`src/rtl/covir_pkg.sv`:
```
// constants, field layouts and carrier types for the codec output/volume/interrupt register bank
// assumes an APB slave with 32-bit data, one register per aligned word
// Functional notes
// [RQ1] out3 mute pin driven low when the mute control bit is one, high otherwise
// [RQ2] out3 source select: 001-101 analog pairs, 110 first DAC, 111 second DAC
// [RQ3] ADC levels are two's complement half-dB steps, +12 to -84 dB legal
// [RQ4] first DAC levels are unsigned half-dB attenuation, 0 to -127.5 dB
// [RQ5] second DAC levels use the same unsigned half-dB attenuation decoding
// [RQ6] DAC level changes apply per that DAC's ramp and zero-cross enables
// [RQ7] ADC level changes apply per the ADC soft ramp and zero-cross enable
// [RQ8] interrupt mode register holds four two-bit mode codes
// [RQ9] mode fields: port2 [7:6], port1 [5:4], automute [3:2], overflow [1:0]
// [RQ10] mode 00 asserts interrupt on arrival of the condition
// [RQ11] mode 01 asserts interrupt on removal of the condition
// [RQ12] mode 10 holds interrupt while condition persists; 11 reserved
// [RQ13] one automute mode code governs all four automute sources
// [RQ14] mask bits mirror status positions; one masks, zero unmasks
// [RQ15] unmasked source drives interrupt according to its group mode
// [RQ16] masked source never affects the interrupt pin
// [RQ17] overflow indicator pin always shows live ADC overflow state
// [RQ18] status bit latches one when condition occurred since last status read
// [RQ19] status read clears latched conditions and the interrupt pin
// [RQ20] reserved output control bits read zero and ignore writes
package covir_pkg;
    // register index; the bus byte address is four times the index
    localparam logic [7:0]  IDX_OUT3_CTRL  = 8'h0F;
    localparam logic [7:0]  IDX_ADC_L_VOL  = 8'h10;
    localparam logic [7:0]  IDX_ADC_R_VOL  = 8'h11;
    localparam logic [7:0]  IDX_DAC1_L_VOL = 8'h12;
    localparam logic [7:0]  IDX_DAC1_R_VOL = 8'h13;
    localparam logic [7:0]  IDX_DAC2_L_VOL = 8'h14;
    localparam logic [7:0]  IDX_DAC2_R_VOL = 8'h15;
    localparam logic [7:0]  IDX_IRQ_MODE   = 8'h16;
    localparam logic [7:0]  IDX_IRQ_MASK   = 8'h17;
    localparam logic [7:0]  IDX_IRQ_STATUS = 8'h18;
    localparam logic [7:0]  IDX_RAMP_CTRL  = 8'h19;

    localparam logic [11:0] OFF_OUT3_CTRL  = {2'h0, IDX_OUT3_CTRL, 2'h0};
    localparam logic [11:0] OFF_ADC_L_VOL  = {2'h0, IDX_ADC_L_VOL, 2'h0};
    localparam logic [11:0] OFF_ADC_R_VOL  = {2'h0, IDX_ADC_R_VOL, 2'h0};
    localparam logic [11:0] OFF_DAC1_L_VOL = {2'h0, IDX_DAC1_L_VOL, 2'h0};
    localparam logic [11:0] OFF_DAC1_R_VOL = {2'h0, IDX_DAC1_R_VOL, 2'h0};
    localparam logic [11:0] OFF_DAC2_L_VOL = {2'h0, IDX_DAC2_L_VOL, 2'h0};
    localparam logic [11:0] OFF_DAC2_R_VOL = {2'h0, IDX_DAC2_R_VOL, 2'h0};
    localparam logic [11:0] OFF_IRQ_MODE   = {2'h0, IDX_IRQ_MODE, 2'h0};
    localparam logic [11:0] OFF_IRQ_MASK   = {2'h0, IDX_IRQ_MASK, 2'h0};
    localparam logic [11:0] OFF_IRQ_STATUS = {2'h0, IDX_IRQ_STATUS, 2'h0};
    localparam logic [11:0] OFF_RAMP_CTRL  = {2'h0, IDX_RAMP_CTRL, 2'h0};

    localparam logic [7:0] OUT3_WMASK  = 8'h0F;
    localparam int         MUTE_BIT    = 3;
    localparam logic [7:0] RESET_BYTE  = 8'h00;
    localparam logic [7:0] IRQ_MODE_RST = 8'hAA;   // level mode, harmless default
    localparam logic [7:0] IRQ_MASK_RST = 8'hFF;

    // status/mask bit positions
    localparam int B_D2L = 7;
    localparam int B_D2R = 6;
    localparam int B_D1L = 5;
    localparam int B_D1R = 4;
    localparam int B_SP2 = 3;
    localparam int B_SP1 = 2;
    localparam int B_OVP = 1;
    localparam int B_OVN = 0;

    // ramp control register bits
    localparam int R_D1_SOFT = 0;
    localparam int R_D1_ZC   = 1;
    localparam int R_D2_SOFT = 2;
    localparam int R_D2_ZC   = 3;
    localparam int R_ADC_SZ  = 4;
    localparam logic [7:0] RAMP_WMASK = 8'h1F;

    // legal codes run from 18h down through zero and wrap round to 58h (-84 dB)
    localparam logic [7:0] ADC_MAX = 8'h18;
    localparam logic [7:0] ADC_MIN = 8'h58;

    typedef enum logic [1:0] {
        COVIR_RISE  = 2'b00,
        COVIR_FALL  = 2'b01,
        COVIR_LEVEL = 2'b10,
        COVIR_RSVD  = 2'b11
    } covir_mode_t;

    typedef enum logic [2:0] {
        COVIR_SRC_RSVD = 3'b000,
        COVIR_SRC_AIN1 = 3'b001,
        COVIR_SRC_AIN2 = 3'b010,
        COVIR_SRC_AIN3 = 3'b011,
        COVIR_SRC_AIN4 = 3'b100,
        COVIR_SRC_AIN5 = 3'b101,
        COVIR_SRC_DAC1 = 3'b110,
        COVIR_SRC_DAC2 = 3'b111
    } covir_src_t;

    typedef struct packed {
        logic [7:0] level;
        logic       ramp_en;
        logic       zero_cross_en;
    } covir_vol_t;
endpackage

```
`src/rtl/covir_regs.sv`:
```
// register bank: out3 control, volumes, interrupt mode/mask/status
// assumes APB master on pclk; interrupt conditions are asynchronous pins
//
// Decided for this implementation: register access over APB.
`timescale 1ns/1ps
module covir_regs (
    // apb
    input  wire logic        pclk,
    input  wire logic        presetn,
    input  wire logic        psel,
    input  wire logic        penable,
    input  wire logic        pwrite,
    input  wire logic [11:0] paddr,
    input  wire logic [31:0] pwdata,
    output logic             pready,
    output logic             pslverr,
    output logic [31:0]      prdata,
    // raw interrupt conditions, order as status bits
    input  wire logic [7:0]  irq_cond,
    // analog side controls
    output logic             ext_mute_out3_n,
    output covir_pkg::covir_src_t out3_source_sel,
    output logic             out3_source_valid,
    output covir_pkg::covir_vol_t adc_left_level,
    output covir_pkg::covir_vol_t adc_right_level,
    output logic [1:0]       adc_level_legal,
    output covir_pkg::covir_vol_t dac1_left_level,
    output covir_pkg::covir_vol_t dac1_right_level,
    output covir_pkg::covir_vol_t dac2_left_level,
    output covir_pkg::covir_vol_t dac2_right_level,
    // pins
    output logic             overflow_indicator_pin,
    output logic             irq_n
);

    ////////////////////////////////////////////////////////////////////////
    function automatic logic adc_legal(input logic [7:0] c);
        // -84 dB is -168 half steps, which wraps the 8-bit code; 19h..57h are reserved
        return (c <= covir_pkg::ADC_MAX) || (c >= covir_pkg::ADC_MIN);  // [RQ3]
    endfunction

    function automatic logic mode_hit(input logic [1:0] m, input logic now, input logic was);
        logic r;
        r = 1'b0;
        unique case (m)
            covir_pkg::COVIR_RISE:  r = now & ~was;  // [RQ10]
            covir_pkg::COVIR_FALL:  r = ~now & was;  // [RQ11]
            covir_pkg::COVIR_LEVEL: r = now;         // [RQ12]
            covir_pkg::COVIR_RSVD:  r = 1'b0;
        endcase
        return r;
    endfunction

    ////////////////////////////////////////////////////////////////////////
    logic [7:0] out3_reg, adc_l_reg, adc_r_reg, d1_l_reg, d1_r_reg;
    logic [7:0] d2_l_reg, d2_r_reg, mode_reg, mask_reg, status_reg, ramp_reg;
    logic [7:0] sync1_reg, sync2_reg, prev_reg;
    logic       irq_reg;
    logic       wr, rd, mapped;
    logic [7:0] rdata_next, hit, status_next;
    logic [1:0] grp_mode [8];

    assign pready  = 1'b1;
    assign wr      = psel & penable & pwrite;
    assign rd      = psel & penable & ~pwrite;
    assign pslverr = psel & penable & ~mapped;

    always_comb begin
        mapped     = 1'b1;
        rdata_next = 8'h00;
        unique case (paddr)
            covir_pkg::OFF_OUT3_CTRL:  rdata_next = out3_reg;
            covir_pkg::OFF_ADC_L_VOL:  rdata_next = adc_l_reg;
            covir_pkg::OFF_ADC_R_VOL:  rdata_next = adc_r_reg;
            covir_pkg::OFF_DAC1_L_VOL: rdata_next = d1_l_reg;
            covir_pkg::OFF_DAC1_R_VOL: rdata_next = d1_r_reg;
            covir_pkg::OFF_DAC2_L_VOL: rdata_next = d2_l_reg;
            covir_pkg::OFF_DAC2_R_VOL: rdata_next = d2_r_reg;
            covir_pkg::OFF_IRQ_MODE:   rdata_next = mode_reg;
            covir_pkg::OFF_IRQ_MASK:   rdata_next = mask_reg;
            covir_pkg::OFF_IRQ_STATUS: rdata_next = status_reg;
            covir_pkg::OFF_RAMP_CTRL:  rdata_next = ramp_reg;
            default:                   mapped = 1'b0;
        endcase
    end

    // read data is registered at the setup cycle so it stands in the access phase
    always_ff @(posedge pclk or negedge presetn) begin
        if (!presetn) begin
            prdata <= 32'h0000_0000;
        end else if (psel && !penable && !pwrite) begin
            prdata <= {24'h00_0000, rdata_next};
        end
    end

    ////////////////////////////////////////////////////////////////////////
    always_ff @(posedge pclk or negedge presetn) begin
        if (!presetn) begin
            out3_reg  <= covir_pkg::RESET_BYTE;
            adc_l_reg <= covir_pkg::RESET_BYTE;
            adc_r_reg <= covir_pkg::RESET_BYTE;
            d1_l_reg  <= covir_pkg::RESET_BYTE;
            d1_r_reg  <= covir_pkg::RESET_BYTE;
            d2_l_reg  <= covir_pkg::RESET_BYTE;
            d2_r_reg  <= covir_pkg::RESET_BYTE;
            mode_reg  <= covir_pkg::IRQ_MODE_RST;
            mask_reg  <= covir_pkg::IRQ_MASK_RST;
            ramp_reg  <= covir_pkg::RESET_BYTE;
        end else if (wr) begin
            unique case (paddr)
                covir_pkg::OFF_OUT3_CTRL:
                    out3_reg <= pwdata[7:0] & covir_pkg::OUT3_WMASK;  // [RQ20]
                covir_pkg::OFF_ADC_L_VOL:  adc_l_reg <= pwdata[7:0];
                covir_pkg::OFF_ADC_R_VOL:  adc_r_reg <= pwdata[7:0];
                covir_pkg::OFF_DAC1_L_VOL: d1_l_reg  <= pwdata[7:0];
                covir_pkg::OFF_DAC1_R_VOL: d1_r_reg  <= pwdata[7:0];
                covir_pkg::OFF_DAC2_L_VOL: d2_l_reg  <= pwdata[7:0];
                covir_pkg::OFF_DAC2_R_VOL: d2_r_reg  <= pwdata[7:0];
                covir_pkg::OFF_IRQ_MODE:   mode_reg  <= pwdata[7:0];  // [RQ8]
                covir_pkg::OFF_IRQ_MASK:   mask_reg  <= pwdata[7:0];  // [RQ14]
                covir_pkg::OFF_RAMP_CTRL:
                    ramp_reg <= pwdata[7:0] & covir_pkg::RAMP_WMASK;
                default: ;
            endcase
        end
    end

    ////////////////////////////////////////////////////////////////////////
    // outputs toward the analog and volume engines
    assign ext_mute_out3_n   = ~out3_reg[covir_pkg::MUTE_BIT];  // [RQ1]
    assign out3_source_sel   = covir_pkg::covir_src_t'(out3_reg[2:0]);  // [RQ2]
    assign out3_source_valid = (out3_reg[2:0] != covir_pkg::COVIR_SRC_RSVD);  // [RQ2]
    assign adc_level_legal   = {adc_legal(adc_r_reg), adc_legal(adc_l_reg)};  // [RQ3]

    // the volume engines do the ramping; here only the enables travel with the level
    assign adc_left_level  = '{adc_l_reg, ramp_reg[covir_pkg::R_ADC_SZ],
                               ramp_reg[covir_pkg::R_ADC_SZ]};  // [RQ7]
    assign adc_right_level = '{adc_r_reg, ramp_reg[covir_pkg::R_ADC_SZ],
                               ramp_reg[covir_pkg::R_ADC_SZ]};  // [RQ7]
    assign dac1_left_level  = '{d1_l_reg, ramp_reg[covir_pkg::R_D1_SOFT],
                                ramp_reg[covir_pkg::R_D1_ZC]};  // [RQ4] [RQ6]
    assign dac1_right_level = '{d1_r_reg, ramp_reg[covir_pkg::R_D1_SOFT],
                                ramp_reg[covir_pkg::R_D1_ZC]};  // [RQ4] [RQ6]
    assign dac2_left_level  = '{d2_l_reg, ramp_reg[covir_pkg::R_D2_SOFT],
                                ramp_reg[covir_pkg::R_D2_ZC]};  // [RQ5] [RQ6]
    assign dac2_right_level = '{d2_r_reg, ramp_reg[covir_pkg::R_D2_SOFT],
                                ramp_reg[covir_pkg::R_D2_ZC]};  // [RQ5] [RQ6]

    ////////////////////////////////////////////////////////////////////////
    // condition pins come from other clock domains
    always_ff @(posedge pclk or negedge presetn) begin
        if (!presetn) begin
            sync1_reg <= 8'h00;
            sync2_reg <= 8'h00;
            prev_reg  <= 8'h00;
        end else begin
            sync1_reg <= irq_cond;
            sync2_reg <= sync1_reg;
            prev_reg  <= sync2_reg;
        end
    end

    assign overflow_indicator_pin = sync2_reg[covir_pkg::B_OVP] |
                                    sync2_reg[covir_pkg::B_OVN];  // [RQ17]

    always_comb begin
        grp_mode[covir_pkg::B_D2L] = mode_reg[3:2];  // [RQ9] [RQ13]
        grp_mode[covir_pkg::B_D2R] = mode_reg[3:2];
        grp_mode[covir_pkg::B_D1L] = mode_reg[3:2];
        grp_mode[covir_pkg::B_D1R] = mode_reg[3:2];
        grp_mode[covir_pkg::B_SP2] = mode_reg[7:6];  // [RQ9]
        grp_mode[covir_pkg::B_SP1] = mode_reg[5:4];  // [RQ9]
        grp_mode[covir_pkg::B_OVP] = mode_reg[1:0];  // [RQ9]
        grp_mode[covir_pkg::B_OVN] = mode_reg[1:0];
        for (int i = 0; i < 8; i++) begin
            hit[i] = mode_hit(grp_mode[i], sync2_reg[i], prev_reg[i]);  // [RQ15]
        end
    end

    // a new hit in the read cycle survives the clear
    always_comb begin
        status_next = status_reg;
        if (rd && paddr == covir_pkg::OFF_IRQ_STATUS) begin
            status_next = 8'h00;  // [RQ19]
        end
        status_next = status_next | hit;  // [RQ18]
    end

    always_ff @(posedge pclk or negedge presetn) begin
        if (!presetn) begin
            status_reg <= 8'h00;
        end else begin
            status_reg <= status_next;
        end
    end

    always_ff @(posedge pclk or negedge presetn) begin
        if (!presetn) begin
            irq_reg <= 1'b0;
        end else begin
            irq_reg <= |(status_next & ~mask_reg);  // [RQ14] [RQ16] [RQ19]
        end
    end

    assign irq_n = ~irq_reg;

endmodule // covir_regs

```
`config.mk`:
```
export PLATFORM = sky130hd
export DESIGN_NAME = covir_regs
export DESIGN_NICKNAME = d
export VERILOG_FILES = /design/src/rtl/covir_pkg.sv /design/src/rtl/covir_regs.sv
export SDC_FILE = /design/constraint.sdc
export NUM_CORES = 1
export LEC_CHECK = 0
export BUFFER_PORTS_ARGS = -buffer_cell sky130_fd_sc_hd__buf_2
export CORE_ASPECT_RATIO = 0.9
export CORE_MARGIN = 8
export CORE_UTILIZATION = 53
export CTS_CLUSTER_DIAMETER = 200
export CTS_CLUSTER_SIZE = 30
export DETAILED_ROUTE_END_ITERATION = 8
export PLACE_DENSITY = 0.91
export SETUP_SLACK_MARGIN = 0.02
export SYNTH_ARGS = -nofsm -noshare
export SYNTH_HDL_FRONTEND = slang
export SYNTH_SLANG_ARGS = --single-unit
```
`constraint.sdc`:
```
create_clock -name pclk -period 1.8 [get_ports pclk]
set_input_delay 0.09 -clock pclk [delete_from_list [all_inputs] [get_ports pclk]]
set_output_delay 0.09 -clock pclk [all_outputs]
set_load 0.02 [all_outputs]
```
# [Yosys cells after proc, flatten, opt, wreduce, memory -nomap -nowiden]
# Cells that the tools add are included.
[classes] magnitude_cmp=4 n_eq_ne=23 muxes=11 bitwise_logic=44 n_reduce_logical=24
[op_table] operator="$eq 12x7->1 const B" count=10
[op_table] operator="$pmux 8 s11" count=1
[op_table] operator="$pmux 1 s4" count=8
[op_table] operator="$and 1x1->1" count=20
[op_table] operator="$not 1->1" count=20
[op_table] operator="$reduce_and 2->1" count=10
[op_table] operator="$eq 2x2->1 const B" count=8
[op_table] operator="$ge 8x7->1 const B" count=2
[op_table] operator="$le 8x5->1 const B" count=2
[op_table] operator="$eq 12x6->1 const B" count=1
[op_table] operator="$reduce_or 11->1" count=1
[op_table] operator="$and 8x8->8" count=1
[op_table] operator="$eq 2x1->1 const B" count=4
[op_table] operator="$logic_not 2->1" count=4
[op_table] operator="$mux 8" count=1
[op_table] operator="$not 8->8" count=1
[op_table] operator="$or 8x8->8" count=1
[op_table] operator="$reduce_or 8->1" count=1
[op_table] operator="$logic_and 1x1->1" count=3
[op_table] operator="$reduce_bool 3->1" count=1
[op_table] operator="$logic_not 1->1" count=2
[op_table] operator="$logic_or 1x1->1" count=2
[op_table] operator="$mux 1" count=1
[op_table] operator="$or 1x1->1" count=1
[word_totals] reg_bits=114 in_bits=57 wordCells=122

# [Longest topological paths before layout]
[logic_depth] ltp_word=7 ltp_mapped=8

# [Least setup slack after synthesis]
# No wires, ideal clock.
[synth_timing] kind="in2reg" startpoint="in paddr[0]" endpoint="reg d2_l_reg[4]" setup_time_ns=0.125 t_arrival_ns=1.645 required_ns=1.675 setup_slack_ns=0.030 cell_stages=4 n_path_buf=1 path_cell_list="clkbuf_1 > or4_4 > nor3_2 > mux2_2"
[synth_via] elab_chain_len=2
[synth_rtl] element="start, declared" line="covir_regs.sv:13" source="input wire logic [11:0] paddr,"
[synth_rtl] element="$eq 12x7->1" line="covir_regs.sv:110" source="unique case (paddr)"
[synth_rtl] element="$reduce_and 2->1 (no source line)"
[synth_rtl] element="end signal, assigned" line="covir_regs.sv:104" source="d2_l_reg <= covir_pkg::RESET_BYTE;"
[synth_rtl] element="end signal, assigned" line="covir_regs.sv:117" source="covir_pkg::OFF_DAC2_L_VOL: d2_l_reg <= pwdata[7:0];"
[synth_rtl] element="end, declared" line="covir_regs.sv:56" source="logic [7:0] d2_l_reg, d2_r_reg, mode_reg, mask_reg, status_reg, ramp_reg;"
# No other way between the ends.
# A chain may end at the register's enable or synchronous reset.

# [Final worst setup path]
[layout_timing] startpoint="reg adc_l_reg[1]" endpoint="out adc_level_legal[0]"
[layout_via] elab_chain_len=2 word_cells_on_any_way=3 classes_between="order compare (2); reduce/logical (1)"
[layout_rtl] element="start, declared" line="covir_regs.sv:55" source="logic [7:0] out3_reg, adc_l_reg, adc_r_reg, d1_l_reg, d1_r_reg;"
[layout_rtl] element="start signal, assigned" line="covir_regs.sv:100" source="adc_l_reg <= covir_pkg::RESET_BYTE;"
[layout_rtl] element="start signal, assigned" line="covir_regs.sv:113" source="covir_pkg::OFF_ADC_L_VOL: adc_l_reg <= pwdata[7:0];"
[layout_rtl] element="$le 8x5->1 / $ge 8x7->1 (equally long branches)" line="covir_regs.sv:39" source="return (c <= covir_pkg::ADC_MAX) || (c >= covir_pkg::ADC_MIN);"
[layout_rtl] element="$logic_or 1x1->1 (*)" line="covir_regs.sv:39"
[layout_rtl] element="end, declared" line="covir_regs.sv:26" source="output logic [1:0] adc_level_legal,"
# Mark *: on every way between the ends. The rest lies on a longest branch, timed or not.

==> impl_metrics.toml <==
[clocking]
h-tree-depth = 4
cts_made_buffers = 17
clock-sinks = 114
cts_root_buffer = "clkbuf_16"
cts.reportedPaths.clkPinSlew_ns = 0.06
tritoncts = "done"
clockBufferDepth = 2
clk_latency_ns = 0.42

[synthesis]
syn_area_sq_um = 5670
synth.avg_cell_area_sq_um = 11.9
synth_edf_count = 0
yosysTopAreaCell = "dfrtp_1"
async_reset_ff_share_pct = 100
yosysMostFrequentCell = "dfrtp_1"
synth-seq-area-share_pct = 50.5
synth_cell_types = 56
syn-instance-count = 477
ys_top_cells_by_count = "dfrtp_1, mux2_2, buf_4, nand2_1, a21oi_1"
yosys_warnings = 0
synth_top_flop_cell = "dfrtp_1"
yosys.area.top_type_share_pct = 45.0
ys_ff_latch = 114
yosys-top-cells-area = "dfrtp_1, mux2_2, dfstp_2, buf_4, nand2_1"

[setup_path]
cp-end-kind = "primary output"
slowest_delay_ns = 0.39
reg2reg_setup_slack_ns = 0.14
worstPathArrival_ns = 1.68
timing.critical_path.cells = "or3_1, a31oi_1, o21ai_1, nand2b_1, buf_6"
crit-reg2reg-launch = "d2_l_reg[3]"
critPathMaxFanout = 2
required_ns = 1.71
reg2reg_depth = 4
setup.worst_path.start_class = "flop"
r2r-end = "prdata[3]"
cpMaxStageDelayCell = "or3_1"
critPathKind = "reg2out"

[detailed_routing]
drc = 0
drt_iter0_drc = 417
wl_per_cell_um = 21.4
via_count = 4607
wl_mm = 16.8
ant_nets = 0
routed_via_density = 5.86
drt_pre_antenna_iters = 5

[sta]
relSlewSlack_pct = 53.1
fmax_ghz = 0.564
layout_setup_ws_ns = 0.0275
tightest_slew_ns = 0.686
finalClockSkew_ns = 0.0138
slew_viol_final = 0
fin_tns_setup_ns = 0
fin_crit_sh_pct = 98.5
hold_viol = 0
setup_viol = 0
fin_crit_ns = 1.77
rsz0062_at_grt = "true"

[min_path]
hold_path_depth = 2
holdPathEnd = "d2_r_reg[6]"
worstHoldPathType = "in2reg"
min_from = "pwdata[6]"

[placement]
gp_congestion = 0.924
dpl.hpwl_mm = 12.2
pre_cts_slack_ns = -0.119
io_buffer_count = 110
dp_cells = 739

[outcome]
outcome = "completed"

[global_route]
grt_max_degree = 115
grt_pass1_vias = 4672
grtUsageTotal_pct = 23.6
grt.overflow.total = 0
grt_pass1_wl_mm = 26.2
antenna_found_initial = 0

[die]
initial_core_util_pct = 53.4
core_area_sq_um = 10600
row_count = 36
die_height_um = 114
ios = 160
die_w_um = 125
die_area_sq_um = 14300

[final_layout]
drive_gt1_share_pct = 49.2
post-route-util_pct = 68.9
area_growth_pct = 29.1
diodes = 0
nNetsFinal = 697
nFillCells = 737
fin_cells = 786

[power]
peakVddDrop_mv = 0.675
power_leakage_nw = 3.73
finalPower_mw = 6.52
p_per_area_nw_per_um2 = 890

[run]
cap_violations = 0
through the flow:
stage	hold WS (ns)	area, sq um
finish	0.0547	7330
global route	0.0504	7330
CTS	0.0477	7300
detailed placement	0.199	6540
global placement	0.198	6540
floorplan	-0.206	5760
worst max path at each step:
stage	end	from	slack [ns]
global placement	out3_reg[3]	paddr[1]	-0.16
CTS	prdata[3]	d2_r_reg[3]	0.03
finish	adc_level_legal[0]	adc_l_reg[1]	0.03
detailed placement	out3_reg[2]	paddr[1]	-0.12
floorplan	d2_l_reg[4]	paddr[0]	0.03
global route	adc_level_legal[0]	adc_l_reg[1]	-0.02
worst max-delay path: cells and delay by family (launching register included):
kind | cells | cell delay [ns]
DFF | 1 | 0.38
buffers and inverters | 1 | 0.13
and+or+nand+nor | 2 | 0.51
AOI/OAI and AO/OA | 2 | 0.24
placed cells by master (no fill, tap or decap), types with 4 or more instances in the layout:
cell type      count
mux2i_1            4
nor2_1            13
nand2_1           34
nor3_1             4
clkbuf_8           5
a32oi_1            4
or2_2              4
nand3_1           13
nor4_1             6
mux4_2             4
buf_4             54
a21oi_1           16
nand3b_1           5
dfrtp_1          102
nand2_2            4
dfstp_2           12
o22ai_1            6
mux2_2            83
a22oi_1           10
nor2b_1            6
conb_1            25
clkbuf_16         17
buf_2            107
inv_1             10
o21ai_0           10
nand2b_1          12
or3b_2             5
nor4bb_1           4
dlygate4sd3_1      9
what timing repair did:
item,CTS,global route
hold buffers,9,0
buffers inserted,4,2
hold endpoints to repair,110,0
resized for setup,6,4
setup endpoints to repair,2,4
pin swaps,3,2
power breakdown:
| group | leakage [nW] | internal (mW) | switching [mW] |
|---|---|---|---|
| logic | 1.98 | 0.131 | 0.267 |
| registers | 1.45 | 2.60 | 0.0144 |
| clock network | 0.302 | 2.36 | 1.16 |
| total | 3.73 | 5.08 | 1.44 |
layout make-up:
| class | instances | area [sq um] | area share (%) |
|---|---|---|---|
| Timing Repair Buffer | 174 | 1090 | 14.9 |
| Clock inverter | 8 | 124 | 1.69 |
| Clock buffer | 24 | 502 | 6.85 |
| Inverter | 10 | 37.5 | 0.512 |
| Tap cell | 133 | 166 | 2.27 |
| Multi-Input combinational cell | 323 | 2540 | 34.6 |
| Sequential cell | 114 | 2870 | 39.1 |
per-layer routing:
layer,global-route usage (%),vias to the layer above,routed length (um)
met4,8.83,0,350
met5,0,-,0
li1,-,2018,-
met3,7.68,28,1520
met1,30.4,2291,7240
met2,36.7,270,7690
cell families (layout without fill, tap and decap cells):
kind of cell / after synthesis / after routing / synth area share [%]
and+or+nand+nor: 137 / 137 / 15.5
DFF: 114 / 114 / 50.5
muxes: 92 / 92 / 19.0
AOI/OAI and AO/OA: 69 / 69 / 8.27
buffers and inverters: 63 / 216 / 6.59
other: 2 / 25 / 0.132
Power figures use the tool's default switching activity.
